--- config.mk ---
export PLATFORM = sky130hd
export DESIGN_NAME = jle_unit
export DESIGN_NICKNAME = d
export VERILOG_FILES = /design/src/design/jle_pkg.sv /design/src/design/jle_unit.sv
export SDC_FILE = /design/constraint.sdc
export NUM_CORES = 1
export LEC_CHECK = 0
export ABC_AREA = 1
export BUFFER_PORTS_ARGS = -buffer_cell sky130_fd_sc_hd__buf_2
export CAP_MARGIN = 0
export CORE_MARGIN = 8
export CORE_UTILIZATION = 53
export DETAILED_ROUTE_END_ITERATION = 6
export HOLD_SLACK_MARGIN = 0.06
export PLACE_DENSITY = 0.83
export SLEW_MARGIN = 10
export SYNTH_ARGS = -nofsm -noshare
export SYNTH_HDL_FRONTEND = slang
export SYNTH_SLANG_ARGS = --single-unit
--- constraint.sdc ---
create_clock -name CLOCK -period 2.6 [get_ports CLOCK]
set_input_delay 0.52 -clock CLOCK [delete_from_list [all_inputs] [get_ports CLOCK]]
set_output_delay 0.52 -clock CLOCK [all_outputs]
set_load 0.02 [all_outputs]
--- src/design/jle_pkg.sv ---
// jle_pkg: shared types and constants of the jump and level exit unit.
// assumes a 16-bit word machine with four interrupt levels.
package jle_pkg;
	localparam int JLE_LEVELS = 4;
	localparam int JLE_AW = 16;
	localparam logic [2:0] JLE_CC_ZERO = 3'h0;
	localparam logic [2:0] JLE_CC_POS = 3'h1;
	localparam logic [2:0] JLE_CC_NEG = 3'h2;
	localparam logic [2:0] JLE_CC_EVEN = 3'h3;
	localparam logic [2:0] JLE_CC_ALT = 3'h4;
	localparam logic [2:0] JLE_CC_ALE = 3'h5;
	localparam logic [2:0] JLE_CC_LLE = 3'h6;
	localparam logic [2:0] JLE_CC_CARRY = 3'h7;
	localparam int JLE_LSR_INPROC_BIT = 9;
	localparam int JLE_LSR_SUMMARY_BIT = 11;
	localparam logic [15:0] JLE_RESET_IAR = 16'h0000;

	typedef enum logic [1:0]
	{
		JLE_OP_JUMP_IF_CONDITION = 2'h0,
		JLE_OP_JUMP_IF_NOT_CONDITION = 2'h1,
		JLE_OP_COUNT_AND_JUMP = 2'h2,
		JLE_OP_LEAVE_CURRENT_LEVEL = 2'h3
	} jle_op_t;

	typedef struct packed
	{
		jle_op_t op;
		logic [2:0] cond;
		logic [2:0] reg_sel;
		logic [7:0] disp;
	} jle_instr_t;

	typedef struct packed
	{
		logic even;
		logic carry;
		logic overflow;
		logic negative;
		logic zero;
	} jle_ind_t;

	typedef struct packed
	{
		logic [JLE_LEVELS-1:0] pending;
		logic [JLE_LEVELS-1:0] request;
		logic [JLE_LEVELS-1:0] level_mask;
		logic [1:0] current;
	} jle_lvl_t;
endpackage

--- src/design/jle_unit.sv ---
// jle_unit: executes conditional jumps, count-and-jump and level exit.
// assumes the decoder holds EXEC_INSTR with EXEC_VALID and that the
// register file, level status and indicators share CLOCK.
// Functional notes
// - condition met: jump to doubled displacement plus base
// - condition not met: fetch sequential instruction
// - negated jump takes when condition is false
// - codes 000-011 test zero, positive, negative, even
// - 100 arith less, 101 arith less-or-equal
// - 110 logical less-or-equal, 111 carry
// - invalid target raises check; indicators never change
// - count jump decrements a nonzero register
// - still nonzero after decrement: take jump
// - zero count: no decrement, fall through
// - invalid count target: check, decrement still kept
// - level exit clears current in-process flag first
// - exit weighs pending, requests, summary and level masks
// - enabled work: resume highest level at saved address
// - summary disabled: ignore requests, resume highest pending
// - nothing pending or requested: enter wait state
// - jump base is next sequential instruction address
// - level resumed by level exit runs one instruction before trace sampling; wake from wait state leaves the hold clear
// - level exit outside supervisor raises privilege check
`timescale 1ns/1ns
module jle_unit
(
	// clock and reset
	input wire logic CLOCK,
	input wire logic NRST,
	// instruction in
	input wire logic EXEC_VALID,
	output logic EXEC_READY,
	input jle_pkg::jle_instr_t EXEC_INSTR,
	input wire logic [15:0] SEQ_IAR,
	input jle_pkg::jle_ind_t INDICATORS,
	input wire logic SUPERVISOR,
	input wire logic [15:0] STORE_TOP,
	// register file
	output logic [2:0] REG_RD_SEL,
	input wire logic [15:0] REG_RD_DATA,
	output logic REG_WR_EN,
	output logic [2:0] REG_WR_SEL,
	output logic [15:0] REG_WR_DATA,
	// level state
	input jle_pkg::jle_lvl_t LEVEL_STATE,
	input wire logic SUMMARY_MASK,
	input wire logic [jle_pkg::JLE_LEVELS-1:0][15:0] LEVEL_IAR,
	// results
	output logic DONE,
	output logic JUMP_TAKEN,
	output logic [15:0] NEXT_IAR,
	output logic CHECK_ADDR,
	output logic CHECK_PRIV,
	output logic INPROC_CLR,
	output logic LEVEL_WR_EN,
	output logic [1:0] NEW_LEVEL,
	output logic WAIT_STATE,
	output logic TRACE_HOLD
);
	import jle_pkg::*;
	typedef enum logic [1:0]
	{
		ST_RUN = 2'h1,
		ST_WAIT = 2'h2
	} jle_state_t;
	jle_state_t state_reg, state_next;
	logic done_reg, done_next;
	logic taken_reg, taken_next;
	logic [15:0] iar_reg, iar_next;
	logic chk_addr_reg, chk_addr_next;
	logic chk_priv_reg, chk_priv_next;
	logic inproc_reg, inproc_next;
	logic lvl_wr_reg, lvl_wr_next;
	logic [1:0] lvl_reg, lvl_next;
	logic wr_en_reg, wr_en_next;
	logic [2:0] wr_sel_reg, wr_sel_next;
	logic [15:0] wr_data_reg, wr_data_next;
	logic trace_reg, trace_next;
	logic cond_true;
	logic [15:0] target;
	logic target_bad;
	logic [15:0] count_dec;
	logic [JLE_LEVELS-1:0] pend_left;
	logic [JLE_LEVELS-1:0] ready_lv;
	logic [JLE_LEVELS-1:0] wake_lv;
	logic [1:0] high_lv;
	logic [1:0] wake_hi;
	logic accept;
	assign accept = EXEC_VALID && (state_reg == ST_RUN);
	assign EXEC_READY = (state_reg == ST_RUN);
	assign REG_RD_SEL = EXEC_INSTR.reg_sel;
	always_comb
	begin
		case (EXEC_INSTR.cond)
			JLE_CC_ZERO: cond_true = INDICATORS.zero;
			JLE_CC_POS: cond_true = !INDICATORS.negative && !INDICATORS.zero;
			JLE_CC_NEG: cond_true = INDICATORS.negative;
			JLE_CC_EVEN: cond_true = INDICATORS.even;
			JLE_CC_ALT: cond_true = INDICATORS.negative ^ INDICATORS.overflow;
			JLE_CC_ALE: cond_true = (INDICATORS.negative ^ INDICATORS.overflow) || INDICATORS.zero;
			JLE_CC_LLE: cond_true = INDICATORS.carry || INDICATORS.zero;
			JLE_CC_CARRY: cond_true = INDICATORS.carry;
			default: cond_true = 1'b0;
		endcase
	end
	// sign-extended doubled offset on next address
	assign target = SEQ_IAR + {{7{EXEC_INSTR.disp[7]}}, EXEC_INSTR.disp, 1'b0};
	assign target_bad = (target > STORE_TOP);
	assign count_dec = REG_RD_DATA - 16'h0001;
	always_comb
	begin
		pend_left = LEVEL_STATE.pending;
		pend_left[LEVEL_STATE.current] = 1'b0;
	end
	// requests only join when summary mask enabled
	assign wake_lv = SUMMARY_MASK ? (LEVEL_STATE.request & LEVEL_STATE.level_mask) : '0;
	assign ready_lv = pend_left | wake_lv;
	// level 0 has highest priority
	always_comb
	begin
		high_lv = 2'h0;
		wake_hi = 2'h0;
		for (int i = JLE_LEVELS - 1; i >= 0; i--)
		begin
			if (ready_lv[i])
				high_lv = 2'(i);
			if (wake_lv[i])
				wake_hi = 2'(i);
		end
	end
	always_comb
	begin
		state_next = state_reg;
		done_next = 1'b0;
		taken_next = 1'b0;
		iar_next = iar_reg;
		chk_addr_next = 1'b0;
		chk_priv_next = 1'b0;
		inproc_next = 1'b0;
		lvl_wr_next = 1'b0;
		lvl_next = lvl_reg;
		wr_en_next = 1'b0;
		wr_sel_next = wr_sel_reg;
		wr_data_next = wr_data_reg;
		trace_next = trace_reg;
		case (state_reg)
			ST_RUN:
			begin
				if (accept)
				begin
					done_next = 1'b1;
					iar_next = SEQ_IAR;
					trace_next = 1'b0;
					case (EXEC_INSTR.op)
						JLE_OP_JUMP_IF_CONDITION, JLE_OP_JUMP_IF_NOT_CONDITION:
						begin
							if (cond_true ^ (EXEC_INSTR.op == JLE_OP_JUMP_IF_NOT_CONDITION))
							begin
								if (target_bad)
									chk_addr_next = 1'b1;
								else
								begin
									taken_next = 1'b1;
									iar_next = target;
								end
							end
						end
						JLE_OP_COUNT_AND_JUMP:
						begin
							if (REG_RD_DATA != 16'h0000)
							begin
								wr_en_next = 1'b1;
								wr_sel_next = EXEC_INSTR.reg_sel;
								wr_data_next = count_dec;
								if (count_dec != 16'h0000)
								begin
									if (target_bad)
										chk_addr_next = 1'b1;
									else
									begin
										taken_next = 1'b1;
										iar_next = target;
									end
								end
							end
						end
						JLE_OP_LEAVE_CURRENT_LEVEL:
						begin
							if (!SUPERVISOR)
								chk_priv_next = 1'b1;
							else
							begin
								inproc_next = 1'b1;
								if (ready_lv != '0)
								begin
									taken_next = 1'b1;
									lvl_wr_next = 1'b1;
									lvl_next = high_lv;
									iar_next = LEVEL_IAR[high_lv];
									trace_next = 1'b1;
								end
								else
									state_next = ST_WAIT;
							end
						end
						default: taken_next = 1'b0;
					endcase
				end
			end
			ST_WAIT:
			begin
				if (wake_lv != '0)
				begin
					state_next = ST_RUN;
					lvl_wr_next = 1'b1;
					lvl_next = wake_hi;
					iar_next = LEVEL_IAR[wake_hi];
					taken_next = 1'b1;
				end
			end
			default: state_next = ST_RUN;
		endcase
	end
	always_ff @(posedge CLOCK or negedge NRST)
	begin
		if (!NRST)
		begin
			state_reg <= ST_RUN;
			done_reg <= 1'b0;
			taken_reg <= 1'b0;
			iar_reg <= JLE_RESET_IAR;
			chk_addr_reg <= 1'b0;
			chk_priv_reg <= 1'b0;
			inproc_reg <= 1'b0;
			lvl_wr_reg <= 1'b0;
			lvl_reg <= 2'h0;
			wr_en_reg <= 1'b0;
			wr_sel_reg <= 3'h0;
			wr_data_reg <= 16'h0000;
			trace_reg <= 1'b0;
		end
		else
		begin
			state_reg <= state_next;
			done_reg <= done_next;
			taken_reg <= taken_next;
			iar_reg <= iar_next;
			chk_addr_reg <= chk_addr_next;
			chk_priv_reg <= chk_priv_next;
			inproc_reg <= inproc_next;
			lvl_wr_reg <= lvl_wr_next;
			lvl_reg <= lvl_next;
			wr_en_reg <= wr_en_next;
			wr_sel_reg <= wr_sel_next;
			wr_data_reg <= wr_data_next;
			trace_reg <= trace_next;
		end
	end
	assign DONE = done_reg;
	assign JUMP_TAKEN = taken_reg;
	assign NEXT_IAR = iar_reg;
	assign CHECK_ADDR = chk_addr_reg;
	assign CHECK_PRIV = chk_priv_reg;
	assign INPROC_CLR = inproc_reg;
	assign LEVEL_WR_EN = lvl_wr_reg;
	assign NEW_LEVEL = lvl_reg;
	assign REG_WR_EN = wr_en_reg;
	assign REG_WR_SEL = wr_sel_reg;
	assign REG_WR_DATA = wr_data_reg;
	assign WAIT_STATE = (state_reg == ST_WAIT);
	assign TRACE_HOLD = trace_reg;
	logic is_cj;
	assign is_cj = accept && (EXEC_INSTR.op == JLE_OP_COUNT_AND_JUMP);
	jump_target_a: assert property (@(posedge CLOCK) disable iff (!NRST)
		accept && EXEC_INSTR.op == JLE_OP_JUMP_IF_CONDITION && cond_true && !target_bad
		|=> JUMP_TAKEN && NEXT_IAR == $past(target))
		else $error("taken jump address wrong");
	fall_through_a: assert property (@(posedge CLOCK) disable iff (!NRST)
		accept && EXEC_INSTR.op == JLE_OP_JUMP_IF_CONDITION && !cond_true
		|=> !JUMP_TAKEN && NEXT_IAR == $past(SEQ_IAR))
		else $error("untaken jump changed flow");
	negated_jump_a: assert property (@(posedge CLOCK) disable iff (!NRST)
		accept && EXEC_INSTR.op == JLE_OP_JUMP_IF_NOT_CONDITION
		|=> JUMP_TAKEN == (!$past(cond_true) && !$past(target_bad)))
		else $error("negated jump wrong");
	addr_check_a: assert property (@(posedge CLOCK) disable iff (!NRST)
		accept && EXEC_INSTR.op != JLE_OP_LEAVE_CURRENT_LEVEL && target_bad
		|=> !JUMP_TAKEN)
		else $error("bad target jumped");
	count_dec_a: assert property (@(posedge CLOCK) disable iff (!NRST)
		is_cj && REG_RD_DATA != 16'h0000
		|=> REG_WR_EN && REG_WR_DATA == $past(REG_RD_DATA) - 16'h0001)
		else $error("count not decremented");
	count_zero_a: assert property (@(posedge CLOCK) disable iff (!NRST)
		is_cj && REG_RD_DATA == 16'h0000 |=> !REG_WR_EN && !JUMP_TAKEN)
		else $error("zero count altered");
	count_last_a: assert property (@(posedge CLOCK) disable iff (!NRST)
		is_cj && REG_RD_DATA == 16'h0001 |=> !JUMP_TAKEN && REG_WR_EN)
		else $error("jump on final count");
	level_priv_a: assert property (@(posedge CLOCK) disable iff (!NRST)
		accept && EXEC_INSTR.op == JLE_OP_LEAVE_CURRENT_LEVEL && !SUPERVISOR
		|=> CHECK_PRIV && !INPROC_CLR && !LEVEL_WR_EN)
		else $error("privilege not checked");
	level_wait_a: assert property (@(posedge CLOCK) disable iff (!NRST)
		accept && EXEC_INSTR.op == JLE_OP_LEAVE_CURRENT_LEVEL && SUPERVISOR
		&& ready_lv == '0 |=> WAIT_STATE && !EXEC_READY)
		else $error("no wait state");
	// a further level exit that resumes a level rearms the hold
	trace_one_a: assert property (@(posedge CLOCK) disable iff (!NRST)
		TRACE_HOLD && accept && EXEC_INSTR.op != JLE_OP_LEAVE_CURRENT_LEVEL
		|=> !TRACE_HOLD)
		else $error("trace hold too long");
	cov_taken_c: cover property (@(posedge CLOCK) disable iff (!NRST)
		JUMP_TAKEN && DONE);
	cov_wait_c: cover property (@(posedge CLOCK) disable iff (!NRST)
		WAIT_STATE ##1 !WAIT_STATE);
	cov_check_c: cover property (@(posedge CLOCK) disable iff (!NRST)
		CHECK_ADDR && REG_WR_EN);
endmodule

# == After elaboration in Yosys (flattened, before gate mapping) ==
# Index checks and enable logic that the tools add are counted.
# op_classes
add_sub_neg,2
mul,0
div,0
magnitude_cmp,5
n_eq_ne,18
n_shift,0
muxes,72
bitwise_logic,6
reduce_logical,20
# op_table
cell,count
$mux 16,10
$bmux 16 s2,2
$pmux 16 s3,1
$mux 2,18
$pmux 16 s2,1
$reduce_bool 16->1,2
$mux 1,31
$add 16x16->16,1
$gt 16x16->1,1
$sub 16x1->16 const B,1
$eq 3x3->1 const B,4
$ne 2x1->1 const B,5
$lt 2x3->1 const B,3
$and 4x4->4,2
$pmux 1 s8,1
$pmux 2 s2,2
$reduce_bool 4->1,2
$eq 2x2->1 const B,3
$eq 3x2->1 const B,2
$pmux 1 s2,3
$reduce_and 6->1,1
$reduce_and 5->1,1
$eq 2x1->1 const B,2
$mux 4,1
18 further kinds,23
# totals
ff_bits,47
latch_bits,0
ram_bits,0
rom_bits,0
inputBits,152
out_inout_bits,50
wordCells,136
memories,0

# == Logic depth before layout (Yosys ltp) ==
# Gate-level depths: netlist of run 1.
# depth
depth_word,18
depth_mapped,26
ltp_nobuf,25

# == Worst setup path before layout of run 1 ==
# Ideal clock, no wire load.
# synth_path
kind,in2reg
from,input port EXEC_INSTR[0] (netlist bit)
to,register iar_reg[8] (netlist: NEXT_IAR[8])
arrival_time_ns,3.279
setup_slack_ns,-0.795
path_stages,24
cell_sequence,ha_1 fa_1 nand2_1 a21oi_1 nand2_1 nand2_1 nand2_1 nand3_1 nand2_1 inv_1 ha_1 nand2_1 nor3_1 nand3_1 nand2_1 buf_4 buf_4 nand2_1 nand2_1 nand3_1 nand3_1 nand2_1 nand2_1 nand2_1
# synth_between
elab_chain_cells,8
word_cells_on_any_way,9
# synth_rtl
item,line,text
from (decl),jle_unit.sv:33,"input jle_pkg::jle_instr_t EXEC_INSTR,"
$add 16x16->16 (*),jle_unit.sv:107,"assign target = SEQ_IAR + {{7{EXEC_INSTR.disp[7]}}, EXEC_INSTR.disp, 1'b0};"
$gt 16x16->1,jle_unit.sv:108,assign target_bad = (target > STORE_TOP);
$mux 16 (*),"jle_unit.sv:159, jle_unit.sv:177",
$mux 16,jle_unit.sv:175,if (count_dec != 16'h0000)
$mux 16,jle_unit.sv:170,if (REG_RD_DATA != 16'h0000)
$pmux 16 s3 (*),jle_unit.sv:154,case (EXEC_INSTR.op)
$mux 16 (*),jle_unit.sv:149,if (accept)
$pmux 16 s2 (*),jle_unit.sv:146,case (state_reg)
to (signal assigned),jle_unit.sv:247,iar_reg <= iar_next;
to (decl),jle_unit.sv:69,"logic [15:0] iar_reg, iar_next;"
# Every way passes the cells marked *; elsewhere a longest branch is shown, timed or not. The select of a mux whose other input is x is not followed.
# A chain may end at the register's enable or synchronous reset.

# == Worst setup path after layout of run 1 ==
# layout_path
from,input port EXEC_INSTR[7] (netlist bit)
to,register iar_reg[2] (netlist: NEXT_IAR[2])
# layout_between
elab_chain_cells,8
word_cells_on_any_way,9
# layout_rtl
item,line
$add 16x16->16 (*),jle_unit.sv:107
$gt 16x16->1 (*),jle_unit.sv:108
$mux 16 (*),"jle_unit.sv:159, jle_unit.sv:177"
$mux 16,jle_unit.sv:175
$mux 16,jle_unit.sv:170
$pmux 16 s3 (*),jle_unit.sv:154
$mux 16 (*),jle_unit.sv:149
$pmux 16 s2 (*),jle_unit.sv:146
# Marks and branches as above.

==> run_results.csv, run 1 <==
group,metric,value,unit
run_status,status,"finished, violations left",
synth,async_flop_share,1.00,
cts,cts_buffers,5,
pwr,power_frac_seq,0.219,
floorplan,core_area,0.0114,mm²
grt,grt_use_total,0.284,
sta,maxSlewViolCount,0,
pwr,peakVddDrop,560,µV
sta,fin_crit,3.22,ns
floorplan,die-area,0.0153,mm²
drt,drtIter0Drc,819,
synth,yosysMostFrequentCell,"nand2_1",
worst_setup_path,slowest_stage,"ha_1",
sta,fin_skew,0.00970,ns
synth,yosys-top-cells-count,"nand2_1, inv_1, nand3_1",
sta,setup_viol,17,
synth,yosys_most_used_dff,"dfrtp_1",
run_status,violations,"setup timing",
synth,syn_area,0.00615,mm²
sta,period_share,1.24,
synth,yosysTopAreaCellShare,0.232,
floorplan,initial_core_util,0.541,
pwr,cellPowerDensity,660,mW/mm²
drt,vias,8270,
min_path,hold_class,"in -> async",
cts,path_clk_slew,0.07,ns
sta,whs,0.223,ns
worst_setup_path,cp_max_fo,8,
sta,hold_violations,0,
finish,fin_area,0.00850,mm²
finish,fillers,942,
worst_setup_path,critical_path_required,2.79,ns
flow_run,drv_cap,0,
sta,slew_headroom,0.604,
grt,grt_max_degree,36,
cts,cts_root_buf,"clkbuf_16",
floorplan,io_pins,202,
finish,final_core_util,0.747,
cts,clk_latency,0.29,ns
finish,drive_above_1_share,0.292,
pwr,switching_power,2710,µW
worst_setup_path,critPathMaxStageDelay,0.35,ns
floorplan,die_x,124,µm
worst_setup_path,cp-end-kind,"flop",
worst_setup_path,crit_path_frequent_cell,"nand2_1",
grt,grt_pass1_vias,7691,
floorplan,dieHeight,124,µm
cts,clockBufferDepth,2,
worst_setup_path,crit_arrival,3.41,ns
placement,placedInstanceArea,0.00781,mm²
synth,post_synth_inst_count,1105,
grt,antenna_found_initial,1,
cts,cts_num_sinks,47,
drt,wl_per_cell,15.2,µm
cts,cts_tree,"done",
pwr,internal_power,2890,µW
worst_setup_path,cp.buffers_inverters,5,
worst_setup_path,crit_family,"simple AND/OR/NAND/NOR gates",
grt,overflow,0,
synth,yosysSeqAreaShare,0.191,
placement,hpwl,17500,µm
synth,synth_cell_type_count,43,
pwr,swShare,0.484,
worst_setup_path,path_cells,"buf_4, ha_1, nand2_1, inv_1, nand2_1, nand2_1, a21oi_1, nand3_1, nand2_1, inv_1, ha_4, nand2_2, nor3_4, nand3_2, nand2_4, nand2_4, buf_6, buf_6, nand2_4, a21oi_2, nor2_1, nand2_1, nand2_1, nand2_1",
placement,gp_congestion,0.931,
sta,rsz0062_at_grt,"yes",
pwr,combinationalPowerShare,0.644,
drt,ant_nets,0,
placement,port_buffers,201,
finish,final_cells,1516,
synth,syn_avg_cell_area,5.57,µm²
sta,max_freq,310,MHz
drt,viasPerCell,5.46,
sta,setup_slack,-0.622,ns
finish,nNetsFinal,1558,
synth,synth_top_cell_by_area,"nand2_1",
finish,area_growth,38.2,%
drt,dr.pass1.iters,7,
pwr,p_leak,0.00495,µW
worst_setup_path,start_kind,"input port",
pwr,clock_power_share,0.136,
grt,grt_pass1_wl,35700,µm
synth,yosysWarnings,0,
synth,synth_edf_count,0,
synth,ys_ff_latch,47,
placement,dp.cells,1488,
floorplan,rows,39,
synth,synth_area_leaders,"nand2_1, dfrtp_1, nand3_1",
drt,drc,0,
drt,wl,23000,µm
worst_setup_path,critPathKind,"in -> reg",
cts,htreeDepth,2,
synth,syn-num-nets,1292,
sta,worst_pin_slew,0.593,ns
==> through the flow <==
step / worst slack, ns / total power, µW / TNS (ns)
after floorplan: -0.563 / 3330 / -8.44
after global placement: -0.835 / 4440 / -13.67
after detailed placement: -0.924 / 4500 / -15.02
after CTS: -0.411 / 5420 / -6.49
after global routing: -0.763 / 6040 / -11.91
final: -0.622 / 5610 / -9.00
==> power by group through the flow <==
stage	Sequential [µW]	Clock [µW]	Combinational, µW
6_report	1230	764	3610
2_1_floorplan	1610	0	1720
4_1_cts	1230	761	3430
5_1_grt	1270	791	3980
3_5_place_dp	1230	0	3270
3_3_place_gp	1230	0	3210
==> logic make-up after synthesis <==
group                    synth area share
AND/OR/NAND/NOR                     0.475
buffers and inverters               0.129
AO/OA/AOI/OAI                       0.115
flip-flops                          0.191
adder cells (fa/ha/maj)            0.0724
XOR/XNOR                           0.0169
==> timing repair <==
item	in CTS	in global routing
resized for setup	42	25
hold buffers	0	0
hold endpoints to repair	0	0
cloned	0	1
pin swaps	20	16
setup endpoints to repair	17	17
buffers inserted	10	8
==> per-layer routing <==
metal / part of all wire / vias up / global-route usage
met1: 0.40 / 3681 / 0.356
li1: - / 4042 / -
met3: 0.11 / 75 / 0.0617
met2: 0.46 / 472 / 0.473
met5: 0 / - / 0
met4: 0.034 / 0 / 0.0978
==> layout by cell type (no fill, tap or decap), types with 3 or more instances in the layout <==
cell type  synthesis  layout
a21oi_1           30      20
a21oi_2            1       9
buf_2              6     198
buf_4              8      90
buf_6              2       7
clkbuf_16          0       6
dfrtp_1           46      46
ha_1              34      23
ha_4               0      11
inv_1            150     148
inv_2              5       7
nand2_1          380     363
nand2_2            9      20
nand2_4            1       7
nand3_1          146     136
nand3_2            0      10
nand3b_1           6       6
nand4_1            9       9
nor2_1           102     101
nor2_2             8       9
nor3_1             9       7
nor3_4             2       3
o21ai_0           71      69
o21ai_1           13      14
o22ai_1           14      14
xnor2_2            0       3
xor2_1             6       5
==> layout make-up <==
cell class                      instances  area (µm²)  share of cell area
Inverter                              157         589              0.0693
Clock buffer                            5         125              0.0147
Multi-Input combinational cell        861        4550               0.536
Tap cell                              143         179              0.0211
Clock inverter                          3        46.3             0.00545
Sequential cell                        47        1180               0.139
Timing Repair Buffer                  299        1830               0.215
Antenna cell                            1        2.50            0.000294
==> worst paths after layout <==
path,from,endpoint,slack (ns),depth (start not counted)
setup / recovery,EXEC_INSTR[7],NEXT_IAR[2],-0.62,24
hold / removal,NRST,REG_WR_DATA[15],0.22,1
setup reg to reg,state_reg[0],NEXT_IAR[7],0.55,8
hold reg to reg,REG_WR_SEL[1],REG_WR_SEL[1],0.47,2
max in group asynchronous,NRST,state_reg[0],1.76,2
min in group CLOCK,SUPERVISOR,CHECK_PRIV,0.44,2
Note: power is estimated with default switching activity, not from simulation.
==> inputs of run 2 (changes only) <==
==> constraint.sdc (replaced) <==
create_clock -name CLOCK -period 3.6 [get_ports CLOCK]
set_input_delay 0.72 -clock CLOCK [delete_from_list [all_inputs] [get_ports CLOCK]]
set_output_delay 0.72 -clock CLOCK [all_outputs]
set_load 0.02 [all_outputs]
==> run 2 against run 1 <==
Effect of this change: the flow now finishes without violations; utilization fell by 3.4 points; clock skew is 0.0070 ns lower; flip-flop and latch count unchanged; global-route usage fell by 1.1 points; highest routed layer unchanged.
==> run_results.csv, run 2 (synthesis results as in run 1) <==
group,metric,value,unit
grt,antenna_found_initial,1,
worst_setup_path,crit_path_frequent_cell,"nand2_2",
placement,pre_cts_ws,-0.363,ns
worst_setup_path,cp.buffers_inverters,7,
sta,setup_tns,0,ns
worst_setup_path,r2r_cells,7,
drt,maxUsedRoutingLayer,"met4",
sta,slew_headroom,0.297,
finish,area_growth,31.9,%
drt,wl,21900,µm
worst_setup_path,critPathMaxStageDelay,0.32,ns
floorplan,die-area,0.0153,mm²
sta,fin_skew,0.00274,ns
floorplan,initial_core_util,0.541,
finish,layout_commonest_cell,"nand2_1",
flow_run,drv_cap,0,
grt,grt_pass1_vias,7474,
cts,cts_root_buf,"clkbuf_16",
cts,cts_buffers,5,
grt,grt_pass1_wl,34400,µm
placement,hpwl,17200,µm
floorplan,dieHeight,124,µm
grt,overflow,0,
grt,grt_max_degree,48,
min_path,holdPathStages,2,
drt,met1_length,9080,µm
worst_setup_path,path_depth,22,
sta,maxSlewViolCount,0,
min_path,holdCritStartpoint,"REG_WR_SEL[2]",
sta,hold_violations,0,
cts,clockBufferDepth,2,
worst_setup_path,crit_arrival,3.68,ns
worst_setup_path,r2r-start,"state_reg[0]",
pwr,peakVddDrop,439,µV
floorplan,rows,39,
grt,grt_use_total,0.273,
floorplan,core_area,0.0114,mm²
drt,dr.pass1.iters,5,
min_path,hold_end,"REG_WR_SEL[2]",
worst_setup_path,critical_path_required,3.77,ns
run_status,status,"completed",
placement,gp_congestion,0.941,
drt,wl_met3,2230,µm
sta,fin_crit,3.52,ns
sta,period_share,0.977,
cts,cts_tree,"done",
cts,ctsHoldBuffers,0,
worst_setup_path,start_kind,"input port",
finish,fillers,1019,
floorplan,die_x,124,µm
finish,final_cell_mix,"nand2_1, buf_2, inv_1, nand3_1, nor2_1",
worst_setup_path,cp_max_fo,18,
cts,cts_num_sinks,47,
drt,viasPerCell,5.34,
worst_setup_path,critPathKind,"in -> reg",
drt,wl_met2,10200,µm
worst_setup_path,slowest_stage,"ha_1",
worst_setup_path,cp-end-kind,"flop",
drt,vias,7955,
cts,clk_latency,0.28,ns
finish,fin_area,0.00811,mm²
sta,setup_viol,0,
sta,setup_slack,0.0827,ns
drt,drc,0,
finish,nNetsFinal,1533,
drt,drtIter0Drc,717,
worst_setup_path,path_cells,"buf_2, ha_1, buf_4, a21oi_2, nand2_2, nand2_1, nand2_2, nand2_2, nand3b_1, nand2_1, inv_1, ha_1, nand4_1, nor3_2, nand3_1, nand2_2, buf_12, clkinvlp_4, buf_4, buf_4, nand3_1, a21oi_1",
worst_setup_path,rrSetupSlack,1.57,ns
pwr,p_leak,0.00475,µW
cts,htreeDepth,2,
worst_setup_path,startpoint,"EXEC_INSTR[2]",
sta,worst_pin_slew,1.06,ns
sta,max_freq,284,MHz
min_path,hold_class,"reg -> reg",
drt,ant_nets,0,
floorplan,io_pins,202,
finish,drive_above_1_share,0.265,
worst_setup_path,crit_family,"simple AND/OR/NAND/NOR gates",
placement,port_buffers,201,
sta,whs,0.474,ns
drt,wl_per_cell,14.7,µm
placement,placedInstanceArea,0.00764,mm²
cts,path_clk_slew,0.07,ns
worst_setup_path,r2r-end,"REG_WR_DATA[9]",
pwr,cellPowerDensity,476,mW/mm²
## run 2: cell count changes in the layout (fill, tap and decap cells not counted), moves of 3 or more
| cell | delta |
|---|---|
| buf_6 | -6 |
| nor3_1 | -3 |
| nand2_1 | +5 |
| nor3_2 | +4 |
| nand3_1 | +10 |
| a21oi_1 | +3 |
| nand2_4 | -4 |
| nand3_2 | -10 |
| buf_4 | -18 |
## run 2: worst min-delay path, cell delays in order (launching register included)
cell and delay [ns]:
dfrtp_1 0.34, nand2_1 0.05, nand2_1 0.06
## run 2: final cells by class
| class | count | area, µm² | share of cell area |
|---|---|---|---|
| multi-input combinational | 861 | 4420 | 0.545 |
| timing repair buffer | 274 | 1570 | 0.194 |
| sequential | 47 | 1180 | 0.145 |
| inverter | 157 | 593 | 0.0731 |
| tap | 143 | 179 | 0.0221 |
| clock buffer | 5 | 125 | 0.0154 |
| clock inverter | 3 | 43.8 | 0.00540 |
| antenna | 1 | 2.50 | 0.000308 |
## run 2: worst max-delay path by stage
stage,to,slack (ns)
final,CHECK_ADDR,0.08
after global routing,NEXT_IAR[13],-0.1
after CTS,NEXT_IAR[15],0.002
after detailed placement,NEXT_IAR[15],-0.36
after global placement,NEXT_IAR[14],-0.25
after floorplan,NEXT_IAR[8],0.005
## run 2: what timing repair did
action	4_1_cts	5_1_grt
pin swaps	0	19
endpoints found under the setup margin	5	17
gates resized for setup	1	52
buffers inserted	0	5
## run 2: report_power, final
part / switching, µW / leakage [µW] / internal [µW] / total [µW]
logic: 1550 / 0.00408 / 896 / 2450
registers: 119 / 0.000588 / 769 / 888
clock network: 203 / 0.0000838 / 328 / 530
## run 2: per-layer routing
metal	vias up	track usage
li1	3999	-
met1	3515	0.359
met2	405	0.449
met3	36	0.0544
met4	0	0.0707
met5	-	0
## run 2: metrics by stage
step | std cells | total power [µW] | utilization
global placement | 1477 | 3190 | 0.672
global route | 1491 | 4190 | 0.714
finish | 1491 | 3870 | 0.714
floorplan | 1105 | 2380 | -
CTS | 1485 | 3770 | 0.687
detailed placement | 1477 | 3230 | 0.672
==> inputs of run 3 (changes only) <==
--- a/config.mk
+++ b/config.mk
@@ -13,6 +13,7 @@
 export DETAILED_ROUTE_END_ITERATION = 6
 export HOLD_SLACK_MARGIN = 0.06
 export PLACE_DENSITY = 0.83
+export REMOVE_ABC_BUFFERS = 1
 export SLEW_MARGIN = 10
 export SYNTH_ARGS = -nofsm -noshare
 export SYNTH_HDL_FRONTEND = slang
==> constraint.sdc (replaced) <==
create_clock -name CLOCK -period 3.6 [get_ports CLOCK]
set_input_delay 0.54 -clock CLOCK [delete_from_list [all_inputs] [get_ports CLOCK]]
set_output_delay 0.54 -clock CLOCK [all_outputs]
set_load 0.02 [all_outputs]
==> run 3 against run 2 <==
Effect of this change: global-route usage shrank 0.63 points; wire length shrank 5.3%; final cell count fell by 2.5%; via count is 3.6% lower; worst hold slack worse by 0.029 ns; clock-buffer cell count grew 1; worst setup slack better by 0.21 ns; flip-flop and latch count did not move; critical path type unchanged.
==> run_results.csv, run 3 (synthesis results as in run 1) <==
group,metric,value,unit
run_status,status,"completed",
finish,final_core_util,0.668,
cts,path_clk_slew,0.08,ns
sta,fin_crit,3.31,ns
worst_setup_path,r2r_cells,8,
finish,layout_commonest_cell,"nand2_1",
cts,cts_root_buf,"clkbuf_16",
cts,cts_buffers,5,
sta,worst_pin_slew,1.07,ns
sta,whs,0.445,ns
worst_setup_path,critPathMaxStageDelay,0.31,ns
cts,ctsHoldBuffers,0,
pwr,p_leak,0.00454,µW
finish,final_cell_mix,"nand2_1, buf_2, inv_1",
worst_setup_path,crit_family,"simple AND/OR/NAND/NOR gates",
worst_setup_path,critPathKind,"in -> reg",
placement,hpwl,16900,µm
drt,ant_nets,0,
pwr,p_total,3660,µW
floorplan,rows,39,
min_path,hold_class,"in -> async",
sta,maxSlewViolCount,0,
sta,period_share,0.918,
placement,pre_cts_ws,-0.135,ns
floorplan,die_x,124,µm
grt,antenna_found_initial,0,
grt,grt_pass1_vias,7214,
sta,slew_headroom,0.290,
cts,cts_tree,"done",
worst_setup_path,crit_arrival,3.48,ns
floorplan,initial_core_util,0.541,
cts,clk_latency,0.29,ns
grt,busiest_layer,"met2",
grt,grt_util_met3,0.0666,
floorplan,die-area,0.0153,mm²
grt,overflow,0,
drt,vias,7665,
worst_setup_path,slowest_stage,"ha_1",
cts,cts_num_sinks,47,
worst_setup_path,crit_path_frequent_cell,"nand2_1",
cts,clockBufferDepth,2,
grt,grt_use_total,0.267,
drt,drtIter0Drc,630,
pwr,cellPowerDensity,482,mW/mm²
finish,drive_above_1_share,0.222,
finish,n_antenna_cell,0,
sta,hold_violations,0,
drt,wl_per_cell,14.3,µm
drt,dr.pass1.iters,5,
finish,nNetsFinal,1497,
drt,viasPerCell,5.27,
drt,drc,0,
floorplan,dieHeight,124,µm
worst_setup_path,cp_max_fo,7,
grt,grt_pass1_wl,33300,µm
sta,setup_viol,0,
pwr,peakVddDrop,359,µV
worst_setup_path,cp.buffers_inverters,4,
grt,grt_use_met1,0.340,
cts,htreeDepth,2,
floorplan,core_area,0.0114,mm²
worst_setup_path,start_kind,"input port",
grt,grt_max_degree,48,
worst_setup_path,path_depth,25,
sta,setup_slack,0.295,ns
finish,area_growth,23.5,%
drt,wl,20800,µm
sta,rsz0062_at_grt,"no",
placement,port_buffers,201,
worst_setup_path,cp-end-kind,"flop",
worst_setup_path,critical_path_required,3.77,ns
sta,fin_skew,0.00746,ns
sta,max_freq,303,MHz
floorplan,io_pins,202,
grt,gr-usage-met2,0.426,
flow_run,drv_cap,0,
placement,gp_congestion,0.939,
==> run 3: changes by cell type in the layout (fill, tap and decap cells not counted), sizes merged <==
cell | before | now
buf | 274 | 238
bufinv | 1 | 0
clkbuf | 5 | 6
clkinvlp | 1 | 0
diode | 1 | 0
inv | 154 | 155
==> run 3: through the flow <==
stage / TNS (ns) / area [µm²] / cells
floorplan: -6.36 / 5950 / 1065
global placement: -0.0684 / 7400 / 1445
detailed placement: -1.12 / 7400 / 1445
CTS: 0 / 7540 / 1453
global route: 0 / 7600 / 1454
finish: 0 / 7600 / 1454
==> run 3: worst reg2reg max path, delay by kind of cell, from the launching register on <==
family                     cells  cell delay [ns]
buffers and inverters          3             0.69
DFF                            1             0.54
adders and majority gates      1             0.29
and+or+nand+nor                4             0.49
==> run 3: cell type report <==
cell class | count | area [µm²]
tap | 143 | 179
fill | 1115 | 3770
clock buffer | 6 | 129
multi-input combinational | 861 | 4220
inverter | 157 | 589
clock inverter | 2 | 13.8
timing repair buffer | 238 | 1290
sequential | 47 | 1180
==> run 3: report_power, final <==
group / switching (µW) / internal [µW]
combinational: 1490 / 815
sequential: 119 / 769
clock: 211 / 258
total: 1820 / 1840
==> run 3: what timing repair did <==
item / 4_1_cts / 5_1_grt
setup buffers: 0 / 1
setup endpoints to repair: 0 / 17
gates resized for setup: 0 / 14
==> run 3: metal layers <==
layer | share of wire | vias to the layer above | wire length (µm)
li1 | - | 3920 | -
met1 | 0.41 | 3318 | 8590
met5 | 0 | - | 0
met3 | 0.11 | 43 | 2300
met2 | 0.44 | 384 | 9160
met4 | 0.034 | 0 | 698
==> run 3: worst paths after layout <==
check                                  to  slack (ns)           start
hold reg to reg            REG_WR_DATA[5]        0.48  REG_WR_DATA[5]
hold / removal                 TRACE_HOLD        0.45            NRST
max in group asynchronous     NEXT_IAR[0]        2.50            NRST
setup reg to reg              NEXT_IAR[7]        1.55    state_reg[0]
min in group CLOCK             CHECK_PRIV        0.47      SUPERVISOR
setup / recovery             NEXT_IAR[13]        0.29      SEQ_IAR[1]
